$ cat src/pin_mux_regs.svh
// Register indices, field positions, reset values and bus widths for the pin multiplexer
`ifndef PIN_MUX_REGS_SVH
`define PIN_MUX_REGS_SVH

// ----------------------------------------------------------------------------
// Register indices (byte address = index * 4)
// ----------------------------------------------------------------------------
`define PM_IDX_W 14
`define PM_IDX_BUS_SELECTION 14'h1C00
`define PM_IDX_SERIAL_INHIBIT 14'h1C17
`define PM_IDX_PARALLEL_INHIBIT 14'h1C19
`define PM_IDX_BYTE_EN_INHIBIT 14'h1C4F
`define PM_IDX_CONTROL_INHIBIT 14'h1C50

// ----------------------------------------------------------------------------
// Bus selection fields
// ----------------------------------------------------------------------------
`define PM_PP_MODE_LSB 12
`define PM_SP1_MODE_LSB 10
`define PM_SP0_MODE_LSB 8
`define PM_CLK_SRC_BIT 15
`define PM_BUS_SEL_MASK 16'hFF00
`define PM_BUS_SEL_RESET 16'h1000
`define PM_INHIBIT_RESET 16'h0000

// ----------------------------------------------------------------------------
// Pin counts
// ----------------------------------------------------------------------------
`define PM_PP_PINS 28
`define PM_SP_PINS 6
`define PM_ALL_PINS 40

`endif

$ cat src/pin_mux_pkg.sv
// Types for the pin multiplexer mode fields
package pin_mux_pkg;
  typedef logic [2:0] pp_mode_t;
  typedef logic [1:0] sp_mode_t;
  localparam pp_mode_t PP_HOST = 3'h0;
  localparam pp_mode_t PP_GPIO_UP = 3'h2;
  localparam sp_mode_t SP_GPIO = 2'h2;
  localparam sp_mode_t SP_ALT = 2'h1;
  localparam sp_mode_t SP_BSP = 2'h3;
endpackage

$ cat src/pin_mux_reg.sv
// Software register with byte-lane writes and a mask of implemented bits
`timescale 1ns/1ps
module pin_mux_reg #(
  parameter int WIDTH = 16,
  parameter logic [15:0] RESET = 16'h0000,
  parameter logic [15:0] MASK = 16'hFFFF
) (
  input wire logic clk_i,
  input wire logic rst_i,
  input wire logic wr_i,
  input wire logic [1:0] sel_i,
  input wire logic [15:0] dat_i,
  output logic [15:0] q_o
);
  generate
    if (WIDTH != 16) begin : g_bad
      $error("pin_mux_reg supports only 16-bit registers");
    end
  endgenerate

  always_ff @(posedge clk_i) begin
    if (rst_i) begin
      q_o <= RESET & MASK;
    end else if (wr_i) begin
      if (sel_i[0]) begin
        q_o[7:0] <= dat_i[7:0] & MASK[7:0];
      end
      if (sel_i[1]) begin
        q_o[15:8] <= dat_i[15:8] & MASK[15:8];
      end
    end
  end
endmodule

$ cat src/pin_mux_pad.sv
// Output flops for one pad: level, drive enable and pull enable
`timescale 1ns/1ps
module pin_mux_pad (
  input wire logic clk_i,
  input wire logic rst_i,
  input wire logic out_d_i,
  input wire logic oe_d_i,
  input wire logic inhibit_i,
  output logic out_o,
  output logic oe_o,
  output logic pull_en_o
);
  always_ff @(posedge clk_i) begin
    if (rst_i) begin
      out_o <= 1'b0;
      oe_o <= 1'b0;
      pull_en_o <= 1'b1;
    end else begin
      out_o <= out_d_i;
      oe_o <= oe_d_i;
      // Pull follows its own bit, whatever function owns the pin
      pull_en_o <= ~inhibit_i;
    end
  end
endmodule

$ cat src/pin_mux.sv
// Peripheral pin multiplexer with Wishbone register access
`timescale 1ns/1ps
`include "pin_mux_regs.svh"
module pin_mux (
  input wire logic clk_i,
  input wire logic rst_i,
  input wire logic wb_cyc_i,
  input wire logic wb_stb_i,
  input wire logic wb_we_i,
  input wire logic [15:0] wb_adr_i,
  input wire logic [3:0] wb_sel_i,
  input wire logic [31:0] wb_dat_i,
  output logic [31:0] wb_dat_o,
  output logic wb_ack_o,
  input wire logic [27:0] host_out_i,
  input wire logic [27:0] host_oe_i,
  output logic [27:0] host_in_o,
  input wire logic [6:0] mem_out_i,
  input wire logic [6:0] spi_out_i,
  input wire logic [6:0] spi_oe_i,
  output logic [6:0] spi_in_o,
  input wire logic [31:0] general_io_out_i,
  input wire logic [31:0] general_io_oe_i,
  output logic [31:0] general_io_in_o,
  input wire logic [3:0] uart_out_i,
  input wire logic [3:0] uart_oe_i,
  output logic [3:0] uart_in_o,
  input wire logic [3:0] i2s2_out_i,
  input wire logic [3:0] i2s2_oe_i,
  output logic [3:0] i2s2_in_o,
  input wire logic [3:0] i2s3_out_i,
  input wire logic [3:0] i2s3_oe_i,
  output logic [3:0] i2s3_in_o,
  input wire logic [3:0] i2s0_out_i,
  input wire logic [3:0] i2s0_oe_i,
  output logic [3:0] i2s0_in_o,
  input wire logic [5:0] card_port0_out_i,
  input wire logic [5:0] card_port0_oe_i,
  output logic [5:0] card_port0_in_o,
  input wire logic [5:0] card_port1_out_i,
  input wire logic [5:0] card_port1_oe_i,
  output logic [5:0] card_port1_in_o,
  input wire logic [5:0] multichannel_spi_out_i,
  input wire logic [5:0] multichannel_spi_oe_i,
  output logic [5:0] multichannel_spi_in_o,
  input wire logic [5:0] buffered_serial_port_out_i,
  input wire logic [5:0] buffered_serial_port_oe_i,
  output logic [5:0] buffered_serial_port_in_o,
  output logic receive_clock_or_source_o,
  input wire logic [27:0] pp_pad_in_i,
  output logic [27:0] pp_pad_out_o,
  output logic [27:0] pp_pad_oe_o,
  output logic [27:0] pp_pad_pull_en_o,
  input wire logic [5:0] sp1_pad_in_i,
  output logic [5:0] sp1_pad_out_o,
  output logic [5:0] sp1_pad_oe_o,
  output logic [5:0] sp1_pad_pull_en_o,
  input wire logic [5:0] sp0_pad_in_i,
  output logic [5:0] sp0_pad_out_o,
  output logic [5:0] sp0_pad_oe_o,
  output logic [5:0] sp0_pad_pull_en_o
);
  import pin_mux_pkg::*;

  // --------------------------------------------------------------------------
  // Wishbone slave
  // --------------------------------------------------------------------------
  localparam int SPI_UP [4] = '{0, 3, 1, 2};
  logic [`PM_IDX_W-1:0] idx;
  logic req;
  logic wr;
  logic [15:0] bus_sel_q;
  logic [15:0] ser_inh_q;
  logic [15:0] par_inh_q;
  logic [15:0] be_inh_q;
  logic [15:0] ctl_inh_q;
  logic [15:0] rd_d;

  assign idx = wb_adr_i[15:2];
  assign req = wb_cyc_i & wb_stb_i;
  // Write lands on the edge where the master sees ack
  assign wr = req & wb_we_i & wb_ack_o;

  always_ff @(posedge clk_i) begin
    if (rst_i) begin
      wb_ack_o <= 1'b0;
    end else begin
      wb_ack_o <= req & ~wb_ack_o;
    end
  end

  always_comb begin
    if (idx == `PM_IDX_BUS_SELECTION) begin
      rd_d = bus_sel_q;
    end else if (idx == `PM_IDX_SERIAL_INHIBIT) begin
      rd_d = ser_inh_q;
    end else if (idx == `PM_IDX_PARALLEL_INHIBIT) begin
      rd_d = par_inh_q;
    end else if (idx == `PM_IDX_BYTE_EN_INHIBIT) begin
      rd_d = be_inh_q;
    end else if (idx == `PM_IDX_CONTROL_INHIBIT) begin
      rd_d = ctl_inh_q;
    end else begin
      rd_d = 16'h0000;
    end
  end

  always_ff @(posedge clk_i) begin
    if (rst_i) begin
      wb_dat_o <= 32'h0000_0000;
    end else if (req & ~wb_ack_o) begin
      wb_dat_o <= {16'h0000, rd_d};
    end
  end

  // --------------------------------------------------------------------------
  // Registers
  // --------------------------------------------------------------------------
  // Only this register steers pin functions
  pin_mux_reg #(.WIDTH(16), .RESET(`PM_BUS_SEL_RESET), .MASK(`PM_BUS_SEL_MASK)) u_bus_sel (
    .clk_i(clk_i), .rst_i(rst_i), .wr_i(wr && idx == `PM_IDX_BUS_SELECTION),
    .sel_i(wb_sel_i[1:0]), .dat_i(wb_dat_i[15:0]), .q_o(bus_sel_q));
  pin_mux_reg #(.WIDTH(16), .RESET(`PM_INHIBIT_RESET), .MASK(16'hFFFF)) u_ser_inh (
    .clk_i(clk_i), .rst_i(rst_i), .wr_i(wr && idx == `PM_IDX_SERIAL_INHIBIT),
    .sel_i(wb_sel_i[1:0]), .dat_i(wb_dat_i[15:0]), .q_o(ser_inh_q));
  pin_mux_reg #(.WIDTH(16), .RESET(`PM_INHIBIT_RESET), .MASK(16'hFFFF)) u_par_inh (
    .clk_i(clk_i), .rst_i(rst_i), .wr_i(wr && idx == `PM_IDX_PARALLEL_INHIBIT),
    .sel_i(wb_sel_i[1:0]), .dat_i(wb_dat_i[15:0]), .q_o(par_inh_q));
  pin_mux_reg #(.WIDTH(16), .RESET(`PM_INHIBIT_RESET), .MASK(16'hFFFF)) u_be_inh (
    .clk_i(clk_i), .rst_i(rst_i), .wr_i(wr && idx == `PM_IDX_BYTE_EN_INHIBIT),
    .sel_i(wb_sel_i[1:0]), .dat_i(wb_dat_i[15:0]), .q_o(be_inh_q));
  pin_mux_reg #(.WIDTH(16), .RESET(`PM_INHIBIT_RESET), .MASK(16'hFFFF)) u_ctl_inh (
    .clk_i(clk_i), .rst_i(rst_i), .wr_i(wr && idx == `PM_IDX_CONTROL_INHIBIT),
    .sel_i(wb_sel_i[1:0]), .dat_i(wb_dat_i[15:0]), .q_o(ctl_inh_q));

  pp_mode_t parallel_port_mode;
  sp_mode_t serial_port1_mode;
  sp_mode_t serial_port0_mode;
  logic clk_src_sel;
  assign parallel_port_mode = bus_sel_q[`PM_PP_MODE_LSB+:3];
  assign serial_port1_mode = bus_sel_q[`PM_SP1_MODE_LSB+:2];
  assign serial_port0_mode = bus_sel_q[`PM_SP0_MODE_LSB+:2];
  assign clk_src_sel = bus_sel_q[`PM_CLK_SRC_BIT];

  // --------------------------------------------------------------------------
  // Parallel port routing
  // --------------------------------------------------------------------------
  logic [27:0] pp_o;
  logic [27:0] pp_e;
  logic [27:0] host_d;
  logic [6:0] spi_d;
  logic [31:0] gio_d;
  logic [3:0] uart_d;
  logic [3:0] i2s2_d;
  logic [3:0] i2s3_d;

  always_comb begin
    pp_o = '0;
    pp_e = '0;
    host_d = '0;
    spi_d = '0;
    gio_d = '0;
    uart_d = '0;
    i2s2_d = '0;
    i2s3_d = '0;
    if (parallel_port_mode == PP_HOST) begin
      pp_o = host_out_i;
      pp_e = host_oe_i;
      host_d = pp_pad_in_i;
    end else if (parallel_port_mode != 3'h7) begin
      pp_o[27:21] = mem_out_i;
      pp_e[27:21] = 7'h7F;
      // Modes 010-101 leave the low group undriven
      if (parallel_port_mode == 3'h1 || parallel_port_mode == 3'h6) begin
        for (int k = 0; k < 3; k++) begin
          pp_o[k] = spi_out_i[k];
          pp_e[k] = spi_oe_i[k];
          spi_d[k] = pp_pad_in_i[k];
        end
        for (int k = 0; k < 4; k++) begin
          pp_o[17+k] = spi_out_i[3+k];
          pp_e[17+k] = spi_oe_i[3+k];
          spi_d[3+k] = pp_pad_in_i[17+k];
        end
        for (int k = 0; k < 6; k++) begin
          pp_o[3+k] = general_io_out_i[12+k];
          pp_e[3+k] = general_io_oe_i[12+k];
          gio_d[12+k] = pp_pad_in_i[3+k];
        end
      end
      for (int k = 0; k < 4; k++) begin
        case (parallel_port_mode)
          3'h1, 3'h4, 3'h6: begin
            pp_o[9+k] = i2s2_out_i[k];
            pp_e[9+k] = i2s2_oe_i[k];
            i2s2_d[k] = pp_pad_in_i[9+k];
          end
          3'h3, 3'h5: begin
            pp_o[9+k] = spi_out_i[SPI_UP[k]];
            pp_e[9+k] = spi_oe_i[SPI_UP[k]];
            spi_d[SPI_UP[k]] = pp_pad_in_i[9+k];
          end
          default: begin
          end
        endcase
        case (parallel_port_mode)
          3'h1, 3'h4, 3'h5: begin
            pp_o[13+k] = uart_out_i[k];
            pp_e[13+k] = uart_oe_i[k];
            uart_d[k] = pp_pad_in_i[13+k];
          end
          3'h3, 3'h6: begin
            pp_o[13+k] = i2s3_out_i[k];
            pp_e[13+k] = i2s3_oe_i[k];
            i2s3_d[k] = pp_pad_in_i[13+k];
          end
          default: begin
          end
        endcase
      end
      if (parallel_port_mode == PP_GPIO_UP) begin
        for (int k = 0; k < 8; k++) begin
          pp_o[9+k] = general_io_out_i[(k < 3) ? 18 + k : 24 + k];
          pp_e[9+k] = general_io_oe_i[(k < 3) ? 18 + k : 24 + k];
          gio_d[(k < 3) ? 18 + k : 24 + k] = pp_pad_in_i[9+k];
        end
      end
    end
  end

  // --------------------------------------------------------------------------
  // Serial port routing
  // --------------------------------------------------------------------------
  logic [5:0] sp1_o;
  logic [5:0] sp1_e;
  logic [5:0] sp0_o;
  logic [5:0] sp0_e;
  logic [5:0] card1_d;
  logic [5:0] multichannel_spi_d;
  logic [5:0] card0_d;
  logic [3:0] i2s0_d;
  logic [5:0] bsp_d;
  logic clks_d;
  logic [5:0] sgio_d;

  always_comb begin
    sp1_o = '0;
    sp1_e = '0;
    sp0_o = '0;
    sp0_e = '0;
    card1_d = '0;
    multichannel_spi_d = '0;
    card0_d = '0;
    i2s0_d = '0;
    bsp_d = '0;
    clks_d = 1'b0;
    sgio_d = '0;
    case (serial_port1_mode)
      2'h0: begin
        sp1_o = card_port1_out_i;
        sp1_e = card_port1_oe_i;
        card1_d = sp1_pad_in_i;
      end
      SP_ALT: begin
        sp1_o = multichannel_spi_out_i;
        sp1_e = multichannel_spi_oe_i;
        multichannel_spi_d = sp1_pad_in_i;
      end
      SP_GPIO: begin
        sp1_o = general_io_out_i[11:6];
        sp1_e = general_io_oe_i[11:6];
      end
      default: begin
      end
    endcase
    case (serial_port0_mode)
      2'h0: begin
        sp0_o = card_port0_out_i;
        sp0_e = card_port0_oe_i;
        card0_d = sp0_pad_in_i;
      end
      SP_ALT: begin
        sp0_o = {general_io_out_i[5:4], i2s0_out_i};
        sp0_e = {general_io_oe_i[5:4], i2s0_oe_i};
        i2s0_d = sp0_pad_in_i[3:0];
        sgio_d[5:4] = sp0_pad_in_i[5:4];
      end
      SP_GPIO: begin
        sp0_o = general_io_out_i[5:0];
        sp0_e = general_io_oe_i[5:0];
        sgio_d = sp0_pad_in_i;
      end
      default: begin
        sp0_o = buffered_serial_port_out_i;
        sp0_e = buffered_serial_port_oe_i;
        bsp_d = sp0_pad_in_i;
        // As clock source the last pin is input only
        if (clk_src_sel) begin
          sp0_e[5] = 1'b0;
          bsp_d[5] = 1'b0;
          clks_d = sp0_pad_in_i[5];
        end
      end
    endcase
  end

  // --------------------------------------------------------------------------
  // Returned inputs, one flop each
  // --------------------------------------------------------------------------
  always_ff @(posedge clk_i) begin
    if (rst_i) begin
      host_in_o <= '0;
      spi_in_o <= '0;
      general_io_in_o <= '0;
      uart_in_o <= '0;
      i2s2_in_o <= '0;
      i2s3_in_o <= '0;
      i2s0_in_o <= '0;
      card_port0_in_o <= '0;
      card_port1_in_o <= '0;
      multichannel_spi_in_o <= '0;
      buffered_serial_port_in_o <= '0;
      receive_clock_or_source_o <= 1'b0;
    end else begin
      host_in_o <= host_d;
      spi_in_o <= spi_d;
      general_io_in_o <= {gio_d[31:12], (serial_port1_mode == SP_GPIO) ? sp1_pad_in_i : 6'h00, sgio_d};
      uart_in_o <= uart_d;
      i2s2_in_o <= i2s2_d;
      i2s3_in_o <= i2s3_d;
      i2s0_in_o <= i2s0_d;
      card_port0_in_o <= card0_d;
      card_port1_in_o <= card1_d;
      multichannel_spi_in_o <= multichannel_spi_d;
      buffered_serial_port_in_o <= bsp_d;
      receive_clock_or_source_o <= clks_d;
    end
  end

  // --------------------------------------------------------------------------
  // Pads
  // --------------------------------------------------------------------------
  logic [39:0] all_o;
  logic [39:0] all_e;
  logic [39:0] all_inh;
  logic [39:0] pad_out_q;
  logic [39:0] pad_oe_q;
  logic [39:0] pad_pull_q;

  assign all_o = {sp0_o, sp1_o, pp_o};
  assign all_e = {sp0_e, sp1_e, pp_e};
  assign all_inh = {ser_inh_q[5:0], ser_inh_q[13:8],
                    ctl_inh_q[1], ctl_inh_q[5], ctl_inh_q[4], ctl_inh_q[2], ctl_inh_q[3],
                    be_inh_q[8], be_inh_q[7], ctl_inh_q[11:8], par_inh_q, ctl_inh_q[12]};

  generate
    for (genvar p = 0; p < `PM_ALL_PINS; p++) begin : g_pad
      pin_mux_pad u_pad (
        .clk_i(clk_i),
        .rst_i(rst_i),
        .out_d_i(all_o[p]),
        .oe_d_i(all_e[p]),
        .inhibit_i(all_inh[p]),
        .out_o(pad_out_q[p]),
        .oe_o(pad_oe_q[p]),
        .pull_en_o(pad_pull_q[p])
      );
    end
  endgenerate

  assign pp_pad_out_o = pad_out_q[27:0];
  assign pp_pad_oe_o = pad_oe_q[27:0];
  assign pp_pad_pull_en_o = pad_pull_q[27:0];
  assign sp1_pad_out_o = pad_out_q[33:28];
  assign sp1_pad_oe_o = pad_oe_q[33:28];
  assign sp1_pad_pull_en_o = pad_pull_q[33:28];
  assign sp0_pad_out_o = pad_out_q[39:34];
  assign sp0_pad_oe_o = pad_oe_q[39:34];
  assign sp0_pad_pull_en_o = pad_pull_q[39:34];
endmodule

$ cat config.mk
export PLATFORM = sky130hd
export DESIGN_NAME = pin_mux
export DESIGN_NICKNAME = d
export VERILOG_FILES = /design/src/pin_mux_pkg.sv /design/src/pin_mux_reg.sv /design/src/pin_mux_pad.sv /design/src/pin_mux.sv
export VERILOG_INCLUDE_DIRS = /design/src
export SDC_FILE = /design/constraint.sdc
export NUM_CORES = 1
export LEC_CHECK = 0
export ABC_AREA = 1
export BUFFER_PORTS_ARGS = -buffer_cell sky130_fd_sc_hd__buf_2
export CAP_MARGIN = 10
export CORE_AREA = 2 2 226 228
export DETAILED_ROUTE_END_ITERATION = 10
export DIE_AREA = 0 0 228 230
export GPL_TIMING_DRIVEN = 0
export PLACE_DENSITY = 0.55
export SYNTH_ARGS = -nofsm -noshare
export SYNTH_HDL_FRONTEND = slang
export SYNTH_HIERARCHICAL = 1
export SYNTH_SLANG_ARGS = --single-unit
export TNS_END_PERCENT = 20
$ cat constraint.sdc
create_clock -name clk_i -period 1.5 [get_ports clk_i]
set_input_delay 0.075 -clock clk_i [delete_from_list [all_inputs] [get_ports clk_i]]
set_output_delay 0.075 -clock clk_i [all_outputs]
set_load 0.005 [all_outputs]
==> impl_metrics.toml <==
[placed_design]
io_buffers = 524
dpl.cell_count = 2904
place_area_sq_um = 15900
gp_routability_congestion = 0.961
hpwl_microns = 40000

[run]
drv_cap = 0

[die]
core_area_sq_um = 49900
die-area_sq_um = 52400
initial_core_util_pct = 24.6
die_h_microns = 230
rows = 82
die_x_microns = 228
ios = 579

[worst_setup_path]
rrSetupSlack_ns = 0.003
crit_start = "u_bus_sel/q_o[13]$_SDFFE_PP0P_"
start_kind = "flip-flop"
worstPathCellList = "inv_2 -> nand2_2 -> nand2_1 -> nand2_4 -> inv_4 -> buf_4 -> a22o_1 -> inv_1 -> nor2_1"
critPathCaptureType = "flip-flop"
reg2regPathDepth = 9
path_max_fanout = 10
worstReg2RegStart = "u_bus_sel/q_o[13]$_SDFFE_PP0P_"
crit_buf_inv = 4
critPathKind = "flip-flop to flip-flop"
cp.depth = 9
cp_slowest_cell = "dfxtp_4"
required_ns = 1.91
slowest_delay_ns = 0.40
r2r-end = "g_pad[8].u_pad/out_o$_SDFF_PP0_"
critPathTopFamily = "buffers and inverters"
cp.arrival_ns = 1.90

[grt]
grt_max_degree = 77
grt_antenna_before_repair = 9
busiest_layer = "met2"
grt-ovfl-total = 0
grt_pass1_vias = 13600
grtUsageTotal_pct = 19.6
use_met3_pct = 4.44
met2_usage_pct = 35.3
grt.met1_usage_pct = 20.6
grt_pass1_wl_microns = 78800

[timing]
fin_crit_sh_pct = 99.8
finalMaxSlewViolations = 0
worst_pin_slew_ns = 0.965
finalHoldViolCount = 0
relSlewSlack_pct = 35.4
fin_skew_ns = 0.0166
fin_crit_ns = 1.50
max_freq_ghz = 0.668
grt_setup_unrepaired = "yes"
setup_viol = 0

[route]
post-route-drc-count = 0
ant_nets = 0
wl_per_cell_microns = 16.4
wl_microns = 53700
drt_first_pass_iters = 6
vias_per_cell = 4.14
drtIter0Drc = 612
vias = 13600

[clock_network]
root_buffer = "clkbuf_16"
clock_latency_ns = 0.54
numCtsBuffers = 37
clkSlewWorstSetupHoldPaths_ns = 0.06
clk_path_buf_depth = 3
tritoncts = "done"
htree_num_levels = 2
clock_sinks = 311

[cells_and_area]
final_util_pct = 41.1
synthToLayoutAreaGrowth_pct = 67.1
final_cell_mix = "buf_2 (531), nand2_1 (400), nor2_1 (359)"
nets = 2886
final_layout_size_suffix_gt1_share_pct = 30.7
design_area_sq_um = 20500
mostFrequentLayoutCell = "buf_2"
nFillCells = 5131
fin_cells = 3273

[power_and_ir_drop]
max-vdd-ir-drop_mv = 0.658
powerDensity_nw_per_um2 = 968
leakage_nw = 10.7

[synthesis]
synth-seq-area-share_pct = 50.8
synthXorXnorAreaFrac_pct = 0
ys_types = 31
ys_warn_count = 6
synth_top_area_share_pct = 50.8
yosys.area_share.adder_pct = 0.408
synth_area_leaders = "dfxtp_1 (51%), nand2_1 (13%), nor2_1 (11%)"
synth_area_per_cell_sq_um = 7.30
yosysTopAreaCell = "dfxtp_1"
yosys.area_share.simple_pct = 29.9
synth_compound_area_share_pct = 5.37
netlist_instances = 1679
synth_top_family_by_area = "simple AND/OR/NAND/NOR gates"
ys_seq_elements = 311
synthMuxAreaShare_pct = 0
synth_area_sq_um = 12300

[worst_hold_path]
worstHoldPathCells = 4
hold-path-endpoint = "u_par_inh/q_o[8]$_SDFFE_PP0P_"
min_from = "rst_i"
hp-class = "input port to flip-flop"

[run_status]
outcome = "finished, final reports clean"
## logic make-up (layout without fill, tap and decap cells)
family	Yosys count	in the layout
other	2	39
DFF	311	311
buffers and inverters	362	1247
adders and majority gates	4	4
and+or+nand+nor	908	908
AOI/OAI and AO/OA	92	92
## flip-flops by register name, summed over array words and instances, names as in the netlist
register,cells
card_port1_in_o,6
uart_in_o,4
card_port0_in_o,6
multichannel_spi_in_o,6
spi_in_o,7
i2s2_in_o,4
receive_clock_or_source_o,1
g_pad.u_pad/out_o,40
wb_ack_o,1
g_pad.u_pad/pull_en_o,40
buffered_serial_port_in_o,6
g_pad.u_pad/oe_o,40
u_bus_sel/q_o,8
u_be_inh/q_o,16
i2s3_in_o,4
u_par_inh/q_o,16
u_ctl_inh/q_o,16
u_ser_inh/q_o,16
wb_dat_o,16
i2s0_in_o,4
host_in_o,28
general_io_in_o,26
## power breakdown
group          internal [mW]  switching (mW)  leakage, nW
registers               8.42          0.0498         2.54
clock network           5.67            3.75        0.640
logic                   1.07           0.854         7.52
total                   15.2            4.65         10.7
## final cells by class
class	instances	area (sq um)	area share (%)
flip-flops and latches	311	6240	30.5
repair buffers	821	5590	27.3
multi-input cells	1034	4730	23.1
clock buffers	54	1140	5.57
inverters	284	1080	5.29
well taps	672	841	4.11
plain buffers	75	673	3.29
clock inverters	13	150	0.733
diodes	9	22.5	0.110
## cell usage after synthesis
cell         n
nor2_1     369
nand3_1     64
nand2_1    414
nand4_1     11
o21ai_1      1
conb_1       2
clkbuf_8     4
a21oi_1     19
nor3_1       4
nor2_2       3
and2_1       2
nor2_4       2
buf_2       16
nand3b_1     1
o2111ai_1    6
inv_2        7
a22o_1      35
nand2_2     36
clkbuf_1    12
o21ai_0     18
ha_1         4
buf_6       11
nor3_2       1
dfxtp_1    311
nor2_8       1
buf_12       1
clkinv_1     3
buf_4       34
a22oi_1      4
a21oi_2      9
inv_1      274
## worst reg2reg max path: cells and delay by family (launching register included)
family	cells	cell delay, ns
buffers and inverters	4	0.43
AOI/OAI and AO/OA	1	0.19
DFF	1	0.40
and+or+nand+nor	4	0.34
## metrics by stage
step	hold slack (ns)	setup TNS (ns)	power [mW]	setup slack (ns)
after floorplan	0.146	0	9.09	0.0373
after global placement	0.293	-498.25	9.93	-3.40
after detailed placement	0.296	-108.95	9.93	-1.10
after CTS	-0.0759	-0.0164	20.0	-0.0122
after global routing	0.0496	-1.35	20.5	-0.0864
final	0.0274	0	19.8	0.00282
## how the worst max path moves through the flow
stage | to | slack [ns]
final | g_pad[8].u_pad/out_o$_SDFF_PP0_ | 0.003
after global routing | g_pad[8].u_pad/out_o$_SDFF_PP0_ | -0.09
after CTS | g_pad[9].u_pad/out_o$_SDFF_PP0_ | -0.01
after detailed placement | host_in_o[26]$_SDFF_PP0_ | -1.10
after global placement | host_in_o[26]$_SDFF_PP0_ | -3.40
after floorplan | u_ser_inh/q_o[10]$_SDFFE_PP0P_ | 0.04
## repair_timing
action,4_1_cts,5_1_grt
endpoints found under the hold margin,285,22
pin swaps,5,6
setup endpoints to repair,259,177
hold buffers,275,4
gates resized for setup,67,70
cloned,0,0
setup buffers,9,8
## metal layers
metal	share of wire [%]	routed length, microns
met4	6.4	3440
met5	0	0
met3	6.4	3410
met1	38	20200
met2	50	26600
(Power assumes the default switching activity.)
